<file path="src/hw/swr_pkg.sv">
// shared constants for the serial word repeater
package swr_pkg;
	localparam int unsigned CLK_PERIOD_NS = 5;
	localparam int unsigned REF_PERIOD_NS = 1000;
	localparam int unsigned REF_DIV = REF_PERIOD_NS / CLK_PERIOD_NS;
	localparam int unsigned PULSE_NS = 1000;
	localparam int unsigned PULSE_CYCLES = PULSE_NS / CLK_PERIOD_NS;
	localparam int unsigned WORD_BITS = 32;
	localparam logic [6:0] HI_BIT_TICKS = 7'h0a;
	localparam logic [6:0] LO_BIT_TICKS = 7'h50;
	localparam logic [2:0] GAP_BITS = 3'h4;
	localparam logic [1:0] IDLE_BITS = 2'h2;
	localparam int unsigned LABEL_LSB = 0;
	localparam int unsigned LABEL_W = 8;
	localparam int unsigned SRC_DST_LSB = 8;
	localparam int unsigned SRC_DST_W = 2;
	localparam int unsigned SENSOR_LSB = 10;
	localparam int unsigned SENSOR_W = 16;
	localparam int unsigned PARITY_IDX = 31;
	localparam int unsigned FIFO_DEPTH = 8;
	typedef enum logic [1:0] {
		SWR_TX_IDLE = 2'b00,
		SWR_TX_HIGH = 2'b01,
		SWR_TX_NULL = 2'b11,
		SWR_TX_GAP = 2'b10
	} swr_tx_state_t;

	// bit period in 1 MHz ticks for a rate select
	function automatic logic [6:0] swr_bit_ticks(input logic high_speed);
		swr_bit_ticks = high_speed ? HI_BIT_TICKS : LO_BIT_TICKS;
	endfunction

	// value that makes bits 1..31 plus it odd
	function automatic logic swr_odd_bit(input logic [30:0] bits);
		swr_odd_bit = ~(^bits);
	endfunction
endpackage

</file>
<file path="src/hw/swr_fifo.sv">
// small synchronous fifo with valid/ready on both sides
`timescale 1ns/10ps
module swr_fifo #(
	parameter int WIDTH = 32,
	parameter int DEPTH = 8
) (
	input wire logic i_clock, // system clock
	input wire logic i_sys_rst, // sync reset, high
	input wire logic i_in_valid, // write request
	output logic o_in_ready, // room for a word
	input wire logic [WIDTH-1:0] i_in_data, // write word
	output logic o_out_valid, // word available
	input wire logic i_out_ready, // reader takes word
	output logic [WIDTH-1:0] o_out_data // head word
);
	localparam int AW = $clog2(DEPTH);
	logic [WIDTH-1:0] mem_q [DEPTH];
	logic [AW-1:0] wr_q;
	logic [AW-1:0] rd_q;
	logic [AW:0] cnt_q;
	logic push;
	logic pop;

	// handshakes on both sides
	assign push = i_in_valid && o_in_ready;
	assign pop = o_out_valid && i_out_ready;
	assign o_in_ready = (cnt_q != (AW+1)'(DEPTH));
	assign o_out_valid = (cnt_q != '0);
	assign o_out_data = mem_q[rd_q];

	// storage
	always_ff @(posedge i_clock) begin
		if (push) begin
			mem_q[wr_q] <= i_in_data;
		end
	end

	// pointers and fill level
	always_ff @(posedge i_clock) begin
		if (i_sys_rst) begin
			wr_q <= '0;
			rd_q <= '0;
			cnt_q <= '0;
		end else begin
			if (push) begin
				wr_q <= (wr_q == AW'(DEPTH - 1)) ? '0 : wr_q + 1'b1;
			end
			if (pop) begin
				rd_q <= (rd_q == AW'(DEPTH - 1)) ? '0 : rd_q + 1'b1;
			end
			if (push && !pop) begin
				cnt_q <= cnt_q + 1'b1;
			end else if (pop && !push) begin
				cnt_q <= cnt_q - 1'b1;
			end
		end
	end
endmodule

</file>
<file path="src/hw/swr_top.sv">
// serial word repeater: receiver, launch trigger, fifo and transmitter
// How it works
// - receive and transmit timing both come from one shared 1 MHz tick.
// - receiver turns each serial word into 32 parallel bits for transmitter.
// - optional label and source/destination filter decides which words go on.
// - receive and transmit each have their own rate select.
// - after a valid word, parallel outputs update, then word flag rises.
// - rising word flag fires one 1 us launch strobe.
// - each launch strobe sends exactly one 32-bit word from parallel inputs.
// - parity check on and odd parity gives bit32 output 0.
// - parity check on and even parity gives bit32 one, data still shown.
// - parity check on and parity failure holds trigger cleared, nothing resent.
// - parity check off: bits 1-31 resent as is, transmitter makes odd bit32.
// - sixteen inverting sensor inputs drive outgoing bits 26..11.
// - sensor inputs fed from inverted outputs; other links use true polarity.
`timescale 1ns/10ps
module swr_top
	import swr_pkg::*;
(
	input wire logic i_clock, // 200 MHz system clock
	input wire logic i_sys_rst, // sync reset, high
	input wire logic i_rx_line_one, // line receiver one level
	input wire logic i_rx_line_zero, // line receiver zero level
	input wire logic i_rx_high_speed, // receive rate select
	input wire logic i_tx_high_speed, // transmit rate select
	input wire logic i_label_filter_en, // label filter on
	input wire logic [LABEL_W-1:0] i_label_match, // wanted label
	input wire logic i_src_dst_filter_en, // source/destination filter on
	input wire logic [SRC_DST_W-1:0] i_src_dst_match, // wanted source_destination_bits
	input wire logic i_parity_check_en, // parity checking on
	output logic [WORD_BITS-1:0] o_rx_word, // parallel word, bit1 at 0
	output logic [WORD_BITS-1:0] o_inverted_bit_outputs, // complement of word
	output logic o_parity_result_inverted, // complement of bit32 output
	output logic o_word_received, // word received flag
	output logic o_transmit_launch_strobe, // 1 us launch pulse
	output logic o_tx_line_one, // transmit one level
	output logic o_tx_line_zero, // transmit zero level
	output logic o_tx_busy // word on the line
);
	// 1 MHz reference tick
	logic [7:0] ref_cnt_q;
	logic ref_tick_q;
	always_ff @(posedge i_clock) begin
		if (i_sys_rst) begin
			ref_cnt_q <= '0;
			ref_tick_q <= 1'b0;
		end else begin
			ref_tick_q <= (ref_cnt_q == 8'(REF_DIV - 1));
			ref_cnt_q <= (ref_cnt_q == 8'(REF_DIV - 1)) ? '0 : ref_cnt_q + 1'b1;
		end
	end

	// line input synchronisers
	logic [1:0] one_s_q;
	logic [1:0] zero_s_q;
	logic one_d1_q;
	logic zero_d1_q;
	always_ff @(posedge i_clock) begin
		if (i_sys_rst) begin
			one_s_q <= '0;
			zero_s_q <= '0;
			one_d1_q <= 1'b0;
			zero_d1_q <= 1'b0;
		end else begin
			one_s_q <= {one_s_q[0], i_rx_line_one};
			zero_s_q <= {zero_s_q[0], i_rx_line_zero};
			one_d1_q <= one_s_q[1];
			zero_d1_q <= zero_s_q[1];
		end
	end
	logic one_rise;
	logic zero_rise;
	assign one_rise = one_s_q[1] && !one_d1_q;
	assign zero_rise = zero_s_q[1] && !zero_d1_q;

	// deserialiser with idle timeout on the 1 MHz tick
	logic [WORD_BITS-1:0] shift_q;
	logic [5:0] bit_cnt_q;
	logic [8:0] idle_q;
	logic word_done_q;
	always_ff @(posedge i_clock) begin
		if (i_sys_rst) begin
			shift_q <= '0;
			bit_cnt_q <= '0;
			idle_q <= '0;
			word_done_q <= 1'b0;
		end else begin
			word_done_q <= 1'b0;
			if (one_rise || zero_rise) begin
				shift_q <= {one_rise, shift_q[WORD_BITS-1:1]};
				idle_q <= '0;
				if (bit_cnt_q == 6'(WORD_BITS - 1)) begin
					bit_cnt_q <= '0;
					word_done_q <= 1'b1;
				end else begin
					bit_cnt_q <= bit_cnt_q + 1'b1;
				end
			end else if (ref_tick_q) begin
				if (idle_q >= 9'({IDLE_BITS, 7'h00} >> 7) * 9'(swr_bit_ticks(i_rx_high_speed))) begin
					bit_cnt_q <= '0;
				end else begin
					idle_q <= idle_q + 1'b1;
				end
			end
		end
	end

	// filter on label and source/destination bits
	logic pass;
	logic par_err;
	assign pass = (!i_label_filter_en || shift_q[LABEL_LSB +: LABEL_W] == i_label_match)
		&& (!i_src_dst_filter_en
		|| shift_q[SRC_DST_LSB +: SRC_DST_W] == i_src_dst_match);
	assign par_err = !(^shift_q);

	// present word, then raise the flag one cycle later
	logic present_q;
	logic flag_q;
	always_ff @(posedge i_clock) begin
		if (i_sys_rst) begin
			o_rx_word <= '0;
			o_inverted_bit_outputs <= '1;
			o_parity_result_inverted <= 1'b1;
			present_q <= 1'b0;
			flag_q <= 1'b0;
		end else begin
			present_q <= word_done_q && pass;
			if (word_done_q && pass) begin
				o_rx_word[PARITY_IDX-1:0] <= shift_q[PARITY_IDX-1:0];
				o_inverted_bit_outputs[PARITY_IDX-1:0] <= ~shift_q[PARITY_IDX-1:0];
				if (i_parity_check_en) begin
					o_rx_word[PARITY_IDX] <= par_err;
					o_inverted_bit_outputs[PARITY_IDX] <= !par_err;
					o_parity_result_inverted <= !par_err;
				end else begin
					o_rx_word[PARITY_IDX] <= shift_q[PARITY_IDX];
					o_inverted_bit_outputs[PARITY_IDX] <= !shift_q[PARITY_IDX];
					o_parity_result_inverted <= !shift_q[PARITY_IDX];
				end
				flag_q <= 1'b0;
			end else if (present_q) begin
				flag_q <= 1'b1;
			end
		end
	end
	assign o_word_received = flag_q;

	// trigger stage: edge detect, parity clear, 1 us pulse
	logic flag_d1_q;
	logic pend_q;
	logic [7:0] pulse_cnt_q;
	logic fifo_in_ready;
	logic launch;
	logic parity_clear;
	assign parity_clear = i_parity_check_en && !o_parity_result_inverted;
	assign launch = pend_q && !o_transmit_launch_strobe && fifo_in_ready && !parity_clear;
	always_ff @(posedge i_clock) begin
		if (i_sys_rst) begin
			flag_d1_q <= 1'b0;
			pend_q <= 1'b0;
			pulse_cnt_q <= '0;
			o_transmit_launch_strobe <= 1'b0;
		end else begin
			flag_d1_q <= flag_q;
			if (flag_q && !flag_d1_q) begin
				pend_q <= 1'b1;
			end else if (launch || parity_clear) begin
				pend_q <= 1'b0;
			end
			if (launch) begin
				o_transmit_launch_strobe <= 1'b1;
				pulse_cnt_q <= '0;
			end else if (o_transmit_launch_strobe) begin
				if (pulse_cnt_q == 8'(PULSE_CYCLES - 1)) begin
					o_transmit_launch_strobe <= 1'b0;
				end else begin
					pulse_cnt_q <= pulse_cnt_q + 1'b1;
				end
			end
		end
	end

	// transmit parallel inputs: sensor inputs invert again
	logic [WORD_BITS-1:0] tx_word;
	always_comb begin
		tx_word = o_rx_word;
		tx_word[SENSOR_LSB +: SENSOR_W] = ~o_inverted_bit_outputs[SENSOR_LSB +: SENSOR_W];
		tx_word[PARITY_IDX] = swr_odd_bit(tx_word[PARITY_IDX-1:0]);
	end

	logic fifo_out_valid;
	logic fifo_out_ready;
	logic [WORD_BITS-1:0] fifo_out_data;
	swr_fifo #(.WIDTH(WORD_BITS), .DEPTH(FIFO_DEPTH)) swr_fifo_inst (
		.i_clock(i_clock),
		.i_sys_rst(i_sys_rst),
		.i_in_valid(launch),
		.o_in_ready(fifo_in_ready),
		.i_in_data(tx_word),
		.o_out_valid(fifo_out_valid),
		.i_out_ready(fifo_out_ready),
		.o_out_data(fifo_out_data)
	);

	// transmitter: return to zero, half bit high, half null, then gap
	swr_tx_state_t tx_state_q;
	logic [WORD_BITS-1:0] tx_shift_q;
	logic [5:0] tx_bits_q;
	logic [6:0] tx_ticks_q;
	logic [6:0] tx_period_q;
	assign fifo_out_ready = (tx_state_q == SWR_TX_IDLE) && ref_tick_q;
	always_ff @(posedge i_clock) begin
		if (i_sys_rst) begin
			tx_state_q <= SWR_TX_IDLE;
			tx_shift_q <= '0;
			tx_bits_q <= '0;
			tx_ticks_q <= '0;
			tx_period_q <= HI_BIT_TICKS;
		end else begin
			case (tx_state_q)
				SWR_TX_IDLE: begin
					if (fifo_out_valid && ref_tick_q) begin
						tx_shift_q <= fifo_out_data;
						tx_period_q <= swr_bit_ticks(i_tx_high_speed);
						tx_bits_q <= '0;
						tx_ticks_q <= '0;
						tx_state_q <= SWR_TX_HIGH;
					end
				end
				SWR_TX_HIGH: begin
					if (ref_tick_q) begin
						if (tx_ticks_q == (tx_period_q >> 1) - 7'h01) begin
							tx_state_q <= SWR_TX_NULL;
						end
						tx_ticks_q <= tx_ticks_q + 1'b1;
					end
				end
				SWR_TX_NULL: begin
					if (ref_tick_q) begin
						if (tx_ticks_q == tx_period_q - 7'h01) begin
							tx_ticks_q <= '0;
							tx_shift_q <= tx_shift_q >> 1;
							if (tx_bits_q == 6'(WORD_BITS - 1)) begin
								tx_bits_q <= '0;
								tx_state_q <= SWR_TX_GAP;
							end else begin
								tx_bits_q <= tx_bits_q + 1'b1;
								tx_state_q <= SWR_TX_HIGH;
							end
						end else begin
							tx_ticks_q <= tx_ticks_q + 1'b1;
						end
					end
				end
				SWR_TX_GAP: begin
					if (ref_tick_q) begin
						if (tx_ticks_q == tx_period_q - 7'h01) begin
							tx_ticks_q <= '0;
							if (tx_bits_q == 6'(GAP_BITS - 1)) begin
								tx_state_q <= SWR_TX_IDLE;
							end else begin
								tx_bits_q <= tx_bits_q + 1'b1;
							end
						end else begin
							tx_ticks_q <= tx_ticks_q + 1'b1;
						end
					end
				end
				default: tx_state_q <= SWR_TX_IDLE;
			endcase
		end
	end

	// registered line drivers
	always_ff @(posedge i_clock) begin
		if (i_sys_rst) begin
			o_tx_line_one <= 1'b0;
			o_tx_line_zero <= 1'b0;
			o_tx_busy <= 1'b0;
		end else begin
			o_tx_line_one <= (tx_state_q == SWR_TX_HIGH) && tx_shift_q[0];
			o_tx_line_zero <= (tx_state_q == SWR_TX_HIGH) && !tx_shift_q[0];
			o_tx_busy <= (tx_state_q != SWR_TX_IDLE);
		end
	end

	logic [7:0] hi_cnt_q;
	always_ff @(posedge i_clock) begin
		if (i_sys_rst || !o_transmit_launch_strobe) begin
			hi_cnt_q <= '0;
		end else begin
			hi_cnt_q <= hi_cnt_q + 1'b1;
		end
	end
endmodule

</file>
<file path="config.mk">
export PLATFORM = sky130hd
export DESIGN_NAME = swr_top
export DESIGN_NICKNAME = d
export VERILOG_FILES = /design/src/hw/swr_pkg.sv /design/src/hw/swr_fifo.sv /design/src/hw/swr_top.sv
export SDC_FILE = /design/constraint.sdc
export NUM_CORES = 1
export LEC_CHECK = 0
export BUFFER_PORTS_ARGS = -buffer_cell sky130_fd_sc_hd__buf_2
export CORE_MARGIN = 4
export CORE_UTILIZATION = 61
export DETAILED_ROUTE_END_ITERATION = 16
export HOLD_SLACK_MARGIN = 0.05
export PLACE_DENSITY = 0.79
export SYNTH_ARGS = -nofsm -noshare
export SYNTH_HDL_FRONTEND = slang
export SYNTH_SLANG_ARGS = --single-unit
</file>
<file path="constraint.sdc">
create_clock -name i_clock -period 5.64 [get_ports i_clock]
set_input_delay 0 -clock i_clock [delete_from_list [all_inputs] [get_ports i_clock]]
set_output_delay 0 -clock i_clock [all_outputs]
set_load 0.01 [all_outputs]
</file>
# Yosys cells after proc, flatten, opt, wreduce, memory -nomap -nowiden
# Memory sizes are Yosys's and may differ from the RTL's. A register that Yosys moved wholly into a read port is not among the register bits.
# Cells that the tools add are included.
# totals
word_cells	183
out_inout_bits	70
register_bits	208
memories	1
ramBits	256
# op_classes
n_addsub	12
reduce_logical	59
eq_ne	25
bitwise_logic	6
muxes	49
order_cmp	1
# memory_table
memory	depth	word_bits	rd	rd_clocked_by_memory_dff	write_ports	line_no	source
swr_fifo_inst.mem_q	8	32	1	1	1	swr_fifo.sv:17	logic [WIDTH-1:0] mem_q [DEPTH];
# ops
cell	n
$mux W32	3
$mux W6	11
$pmux W32 S2	1
$mux W7	6
$reduce_xor A32 Y1	1
$not A31 Y31	1
$reduce_xor A31 Y1	1
$pmux W7 S3	1
$mux W2	9
$pmux W6 S3	1
$logic_and A1 B1 Y1	17
$add A8 B1 Y8 const B	2
$eq A8 B8 Y1 const B	2
$ne A2 B2 Y1 const B	8
$not A16 Y16	1
$eq A7 B7 Y1	2
$logic_not A1 Y1	13
$add A6 B1 Y6 const B	2
$eq A6 B5 Y1 const B	2
$mux W3	4
$reduce_bool A2 Y1	6
$reduce_or A2 Y1	6
$mux W1	10
$add A9 B1 Y9 const B	1
other kinds (27)	41

# Depth between registers and ports, before layout
# Gate-level depths: netlist of run 1.
# depth
ltp_word	9
mapped_depth	12
depth_no_buf	12

# Cells and area by module
# Synthesis of run 1 repeated with hierarchy kept, for this count alone.
# hier_totals
hier_cells	1465
hier_area_um2	18850.6
# modules_own_cells
module	cells_each	instances	seq_area_each_um2	area_per_inst_um2
swr_fifo	445	1	7947.6	10432.5
swr_top	1020	1	3843.7	8418.1

# Worst setup path after synthesis of run 1
# Ideal clock, no wire load.
# synth_timing
path_type	register to register
start	register swr_fifo_inst.cnt_q[0]
end	memory swr_fifo_inst.mem_q[5][0] (enable)
synth_period_minus_slack_ns	4.117
t_arrival_ns	3.649
slack_ns	1.523
path_stages_with_launch	7
t_required_ns	5.172
path_cell_list	dfxtp_1 > nor3_1 > nand2_1 > nand3b_1 > a21oi_1 > nand2_1 > nor3b_1
# synth_between
elab_chain_cells	6
# synth_lines
element	line_no	source
start, declared	swr_fifo.sv:20	logic [AW:0] cnt_q;
start signal, assigned	swr_fifo.sv:52	cnt_q <= cnt_q + 1'b1;
start signal, assigned	swr_fifo.sv:54	cnt_q <= cnt_q - 1'b1;
$ne A4 B4 Y1 (*)	swr_fifo.sv:27	assign o_in_ready = (cnt_q != (AW+1)'(DEPTH));
$logic_and A1 B1 Y1 (2 in series)	swr_top.sv:156	assign launch = pend_q && !o_transmit_launch_strobe && fifo_in_ready && !parity_clear;
$logic_and A1 B1 Y1 (*)	swr_fifo.sv:25	assign push = i_in_valid && o_in_ready;
via swr_fifo_inst.push	swr_fifo.sv:21	logic push;
$mux W1 (*)	swr_fifo.sv:33	if (push) begin
$mux W1 (not written as such) (*)	swr_fifo.sv:34	mem_q[wr_q] <= i_in_data;
end, declared	swr_fifo.sv:17	
# Mark *: on every way through the listed nets, which the timed path passes. The rest lies on a longest branch.

# Worst setup path after layout of run 1
# layout_timing
start	register swr_fifo_inst.cnt_q[0]
end	memory swr_fifo_inst.mem_q[5][31] (enable)
# The elaborated chain is that of the path after synthesis.

==> results of run 1 <==
==> metal layers <==
metal / up-vias / wire length (um)
li1: 5282 / -
met1: 5733 / 16600
met2: 412 / 19200
met3: 63 / 2820
met4: 0 / 857
met5: - / 0
==> through the flow <==
step | cell area [um2] | setup WS (ns)
finish | 21000 | 2.48
global route | 21000 | 2.17
CTS | 21000 | 2.44
detailed placement | 19300 | 2.46
global placement | 19300 | 2.57
floorplan | 18600 | 1.52
==> kinds of logic after synthesis <==
group,share of synthesized area
XOR/XNOR,0.0481
flip-flops,0.635
AO/OA/AOI/OAI,0.0695
buffers and inverters,0.0303
adder cells (fa/ha/maj),0.0146
AND/OR/NAND/NOR,0.0999
multiplexers,0.102
==> worst max-delay path, cell delays in order, from the launching register on <==
cell and delay, ns:
dfxtp_1 0.44, nor3_1 0.10, nand2_1 0.07, nand3b_1 0.09, a21oi_1 0.50, nand2_1 0.31, nor3b_2 1.03, buf_12 0.29
==> flip-flops by register name, summed over array words and instances (netlist names), 6 cells and up, named ones only <==
signal and count:
idle_q 9, o_rx_word 32, shift_q 32, bit_cnt_q 6
swr_fifo_inst.mem_q 256, tx_shift_q 32, ref_cnt_q 8, o_inverted_bit_outputs 32
pulse_cnt_q 8, tx_bits_q 6, tx_ticks_q 7
==> layout by cell type, fill, tap and decap left out, types with 3 or more instances in the layout <==
master | synthesis | final
edfxtp_1 | 256 | 256
clkinvlp_4 | 0 | 3
nor3b_2 | 0 | 4
mux2i_1 | 43 | 43
buf_2 | 15 | 87
or3_1 | 6 | 6
nand3_1 | 19 | 19
bufinv_16 | 0 | 13
a31oi_1 | 3 | 3
and3_1 | 10 | 9
o211ai_1 | 31 | 31
dfxtp_1 | 205 | 202
nor2b_1 | 8 | 8
nand2_1 | 178 | 177
or2_2 | 4 | 4
clkinv_1 | 0 | 3
nor4_1 | 4 | 4
nand2b_1 | 68 | 68
clkbuf_1 | 50 | 6
clkinv_2 | 0 | 8
xor2_1 | 31 | 31
a21oi_1 | 117 | 117
dlygate4sd3_1 | 0 | 4
nand4_1 | 12 | 12
ha_1 | 20 | 20
mux4_2 | 64 | 64
clkbuf_16 | 0 | 46
inv_1 | 36 | 36
o21ai_0 | 41 | 40
o21a_1 | 6 | 6
buf_4 | 18 | 18
nor3_1 | 6 | 4
xnor2_1 | 71 | 71
nor2_1 | 67 | 65
==> worst min path at each step <==
stage                        start                            endpoint  slack, ns  cells past startpoint
CTS                      i_sys_rst                 one_d1_q$_SDFF_PP0_        0.1                      2
detailed placement   i_rx_line_one               one_s_q[0]$_SDFF_PP0_       0.22                      2
global placement    i_rx_line_zero              zero_s_q[0]$_SDFF_PP0_       0.21                      2
global route             i_sys_rst  swr_fifo_inst.wr_q[2]$_SDFFE_PP0P_       0.17                      2
floorplan            i_rx_line_one               one_s_q[0]$_SDFF_PP0_       0.13                      1
finish                   i_sys_rst                 one_d1_q$_SDFF_PP0_       0.11                      2
==> area by class of cell <==
cell class              instances  area [um2]  share of cell area
clock buffers                  54        1200              0.0572
clock inverters                30         498              0.0237
inverters                      36         135             0.00643
multi-input cells             848        6260               0.298
flip-flops and latches        461       11800               0.561
well taps                     390         488              0.0232
repair buffers                110         631              0.0300
==> power groups by stage <==
stage               clock network [uW]  logic [uW]  registers, uW
finish                            3400        72.6           3520
global route                      3580        81.3           3510
CTS                               3430        72.4           3520
detailed placement                   0        70.2           3590
global placement                     0        69.0           3590
floorplan                            0        50.2           3590
==> results.json, run 1 <==
{
  "numPortBuffers": 88,
  "critPathMaxFanout": 22,
  "start_util": 0.623,
  "start_kind": "register",
  "antenna_left": 0,
  "path_class": "reg2reg",
  "cts_sinks": 461,
  "viasPerCell": 5.96,
  "routed_wl_um": 39500,
  "drtIter0Drc": 1122,
  "synth_edf_count": 256,
  "worstMarginPinSlew_ns": 1.20,
  "core_mm2": 0.0298,
  "use_met3": 0.0439,
  "dp_hpwl_um": 23100,
  "cts_setup_buffers": 0,
  "place_inst": 1841,
  "timing.rr.start": "swr_fifo_inst.cnt_q[0]$_SDFFE_PP0P_",
  "num-nets-final": 1543,
  "p_per_area_mw_per_mm2": 332,
  "clkTransAtPathRegs_ns": 0.06,
  "grt_first_pass_wirelength_um": 63100,
  "timing.fmax_mhz": 316,
  "post-synth-top-count-cell": "edfxtp_1",
  "fp.dieW_um": 182,
  "drive_above_1_share": 0.178,
  "setup_tns_ns": 0,
  "final-instance-count-excl-fill": 1929,
  "ys_seq_area_frac": 0.635,
  "fin_util": 0.705,
  "antenna_cells": 0,
  "wire_per_inst_um": 20.5,
  "internal-power_uw": 5660,
  "min_path_type": "in2reg",
  "fin_hold_ws_ns": 0.106,
  "p_leak_uw": 0.00735,
  "use_met2": 0.388,
  "ys_top_cells_by_count": "256 x edfxtp_1, 205 x dfxtp_1, 178 x nand2_1",
  "drv_slew": 0,
  "grt_pass1_vias": 11662,
  "route.detailed.drc": 0,
  "ys_warn_count": 0,
  "ir_drop_uv": 255,
  "avgSynthCellArea_um2": 12.9,
  "synth_top_cell_area_share": 0.414,
  "synth_ff_type": "edfxtp_1",
  "fin_crit_ns": 3.16,
  "synthArstFlopShare": 0,
  "use_met1": 0.335,
  "p_comb_frac": 0.010,
  "finalCritPeriodShare": 0.561,
  "postSynthNetCount": 1476,
  "skew_ns": 0.0211,
  "grt_antenna_before_repair": 0,
  "critPathCaptureType": "register",
  "cp_data_required_time_ns": 5.87,
  "synth_area_leaders": "edfxtp_1 41%, dfxtp_1 22%, mux4_2 7.8%",
  "yosys_register_bits": 461,
  "hold_viol": 0,
  "rows": 63,
  "clock_path_buffers": 3,
  "overflow": 0,
  "floorplan.io_pins": 89,
  "grt_setup_unrepaired": "no",
  "htree_levels": 2,
  "p_sw_uw": 1320,
  "numCtsBuffers": 46,
  "cts_tree": "yes",
  "cts_root_buf": "clkbuf_16",
  "cp.arrival_ns": 3.39,
  "ctsResizeCount": 0,
  "area_delta_synth_final_pct": 13.3,
  "gp_congestion": 0.809,
  "synth_top_cell_by_area": "edfxtp_1",
  "status": "finished clean",
  "synth_cell_type_count": 56,
  "grt.total_usage": 0.238,
  "fill_cells": 1963,
  "rrSetupSlack_ns": 2.48,
  "timing.rr.end": "swr_fifo_inst.mem_q[5][31]$_DFFE_PP_",
  "slew_headroom": 0.195,
  "p_total_uw": 6980,
  "drtPass1Iterations": 5,
  "startpoint": "swr_fifo_inst.cnt_q[0]$_SDFFE_PP0P_",
  "grt_start_max_net_pins": 108,
  "swShare": 0.189,
  "worstRegToRegCells": 7,
  "crit_end": "swr_fifo_inst.mem_q[5][31]$_DFFE_PP_",
  "vias": 11490,
  "maxCapViolations": 0,
  "top_usage_layer": "met2",
  "die_area_mm2": 0.0333,
  "netlist_area_mm2": 0.0186,
  "syn_inst": 1436,
  "worstSkewPairLatency_ns": 0.55,
  "setup_violations": 0,
  "seqPwrFrac": 0.503,
  "die_h_um": 182,
  "p_clk_frac": 0.486,
  "ctsHoldBuffers": 4
}
Note: power is estimated with default switching activity, not from simulation.
==> inputs of run 2 (changes only) <==
clock period = 3.25 ns   (was 5.64 ns; I/O delays follow)
==> results.json, run 2 (synthesis gave the netlist of run 1 again) <==
{
  "drtIter0Drc": 945,
  "fin_util": 0.703,
  "use_met1": 0.320,
  "clkTransAtPathRegs_ns": 0.06,
  "timing.fmax_mhz": 387,
  "ctsHoldBuffers": 7,
  "regMostFlops": "swr_fifo_inst.mem_q",
  "drtPass1Iterations": 5,
  "cts_root_buf": "clkbuf_16",
  "routed_wl_um": 38500,
  "critPathMaxFanout": 5,
  "cp.arrival_ns": 3.06,
  "vias": 11363,
  "cts_sinks": 461,
  "start_util": 0.623,
  "largest_register_ffs": 256,
  "grt_setup_unrepaired": "no",
  "dp_hpwl_um": 22900,
  "p_leak_uw": 0.00730,
  "setup_tns_ns": 0,
  "fin_crit_ns": 2.59,
  "p_per_area_mw_per_mm2": 547,
  "use_met2": 0.387,
  "num-nets-final": 1551,
  "numPortBuffers": 88,
  "ir_drop_uv": 429,
  "worstMarginPinSlew_ns": 0.683,
  "gp_congestion": 0.785,
  "use_met3": 0.0435,
  "wire_per_inst_um": 19.9,
  "floorplan.io_pins": 89,
  "antenna_left": 0,
  "start_kind": "register",
  "hold_viol": 0,
  "min_path_type": "in2reg",
  "core_mm2": 0.0298,
  "antenna_cells": 0,
  "die_area_mm2": 0.0333,
  "grt_antenna_before_repair": 0,
  "clock_path_buffers": 3,
  "die_h_um": 182,
  "grt_pass1_vias": 11390,
  "rows": 63,
  "top_usage_layer": "met2",
  "overflow": 0,
  "setup_violations": 0,
  "cp_data_required_time_ns": 3.72,
  "maxCapViolations": 0,
  "area_delta_synth_final_pct": 13.0,
  "grt_start_max_net_pins": 83,
  "grt.total_usage": 0.233,
  "final_cell_mix": "256 x edfxtp_1, 202 x dfxtp_1, 177 x nand2_1, 117 x a21oi_1, 87 x buf_2",
  "final_common_cell": "edfxtp_1",
  "slew_headroom": 0.541,
  "drive_above_1_share": 0.176,
  "route.detailed.drc": 0,
  "ctsResizeCount": 0,
  "fp.dieW_um": 182,
  "cts_setup_buffers": 0,
  "critPathCaptureType": "register",
  "numCtsBuffers": 45,
  "finalCritPeriodShare": 0.796,
  "cts_tree": "yes",
  "htree_levels": 2,
  "worstSkewPairLatency_ns": 0.55,
  "drv_slew": 0,
  "status": "finished clean",
  "path_class": "reg2reg",
  "grt_first_pass_wirelength_um": 61800,
  "viasPerCell": 5.87,
  "skew_ns": 0.0265
}
run 2: cell types whose count changed in the layout (fill, tap and decap cells not counted), moves of 2 or more:
cell,previous run,this run
bufinv_16,13,4
clkbuf_1,6,15
clkbuf_8,2,9
nor3b_2,4,0
nor3b_4,0,4
buf_12,1,4
buf_4,18,21
clkinv_2,8,5
clkinvlp_4,3,0
dlygate4sd3_1,4,7
clkinv_1,3,1
nor3_2,2,0
nor3_4,0,2
run 2: critical path, cell delays in order, from the launching register on:
cell and delay (ns):
dfxtp_1 0.36, or4_4 0.56, nand3_1 0.13, ha_1 0.19, inv_1 0.09, ha_1 0.29
a21o_1 0.18, a21oi_1 0.18, xnor2_1 0.10, or3_1 0.30, a21oi_1 0.14
run 2: final timing paths:
check	slack [ns]	start	to	depth (start not counted)
setup / recovery	0.66	swr_fifo_inst.cnt_q[0]$_SDFFE_PP0P_	swr_fifo_inst.cnt_q[3]$_SDFFE_PP0P_	10
hold / removal	0.18	i_rx_high_speed	idle_q[2]$_SDFFE_PP0P_	6
setup reg to reg	0.66	swr_fifo_inst.cnt_q[0]$_SDFFE_PP0P_	swr_fifo_inst.cnt_q[3]$_SDFFE_PP0P_	10
hold reg to reg	0.43	present_q$_SDFF_PP0_	o_word_received$_SDFFE_PP0P_	1
run 2: per-layer routing:
layer  up-vias  routed length [um]
met5         -                   0
met4         0                 899
met3        73                3010
met2       430               18900
met1      5554               15700
li1       5306                   -
run 2: layout make-up:
type	count	area [um2]
Sequential cell	461	11800
Fill cell	1949	8840
Multi-Input combinational cell	848	6290
Clock buffer	69	1310
Timing Repair Buffer	119	743
Tap cell	390	488
Clock inverter	14	195
Inverter	36	135
run 2: metrics by stage:
step | setup slack [ns] | instance area (um2) | hold WS, ns | power (uW) | std cells
floorplan | 0.171 | 18600 | 0.128 | 6310 | 1436
global placement | 0.713 | 19400 | 0.208 | 6350 | 1847
detailed placement | 0.676 | 19400 | 0.217 | 6350 | 1847
CTS | 0.660 | 21000 | 0.153 | 11500 | 1937
global route | 0.477 | 21000 | 0.214 | 11800 | 1937
finish | 0.663 | 21000 | 0.177 | 11500 | 1937
run 2: where the power goes:
| part | switching [uW] | internal, uW | leakage (uW) |
|---|---|---|---|
| clock | 2130 | 3100 | 0.000738 |
| combinational | 84.2 | 46.0 | 0.00242 |
| sequential | 5.66 | 6100 | 0.00414 |
| total | 2220 | 9240 | 0.00730 |
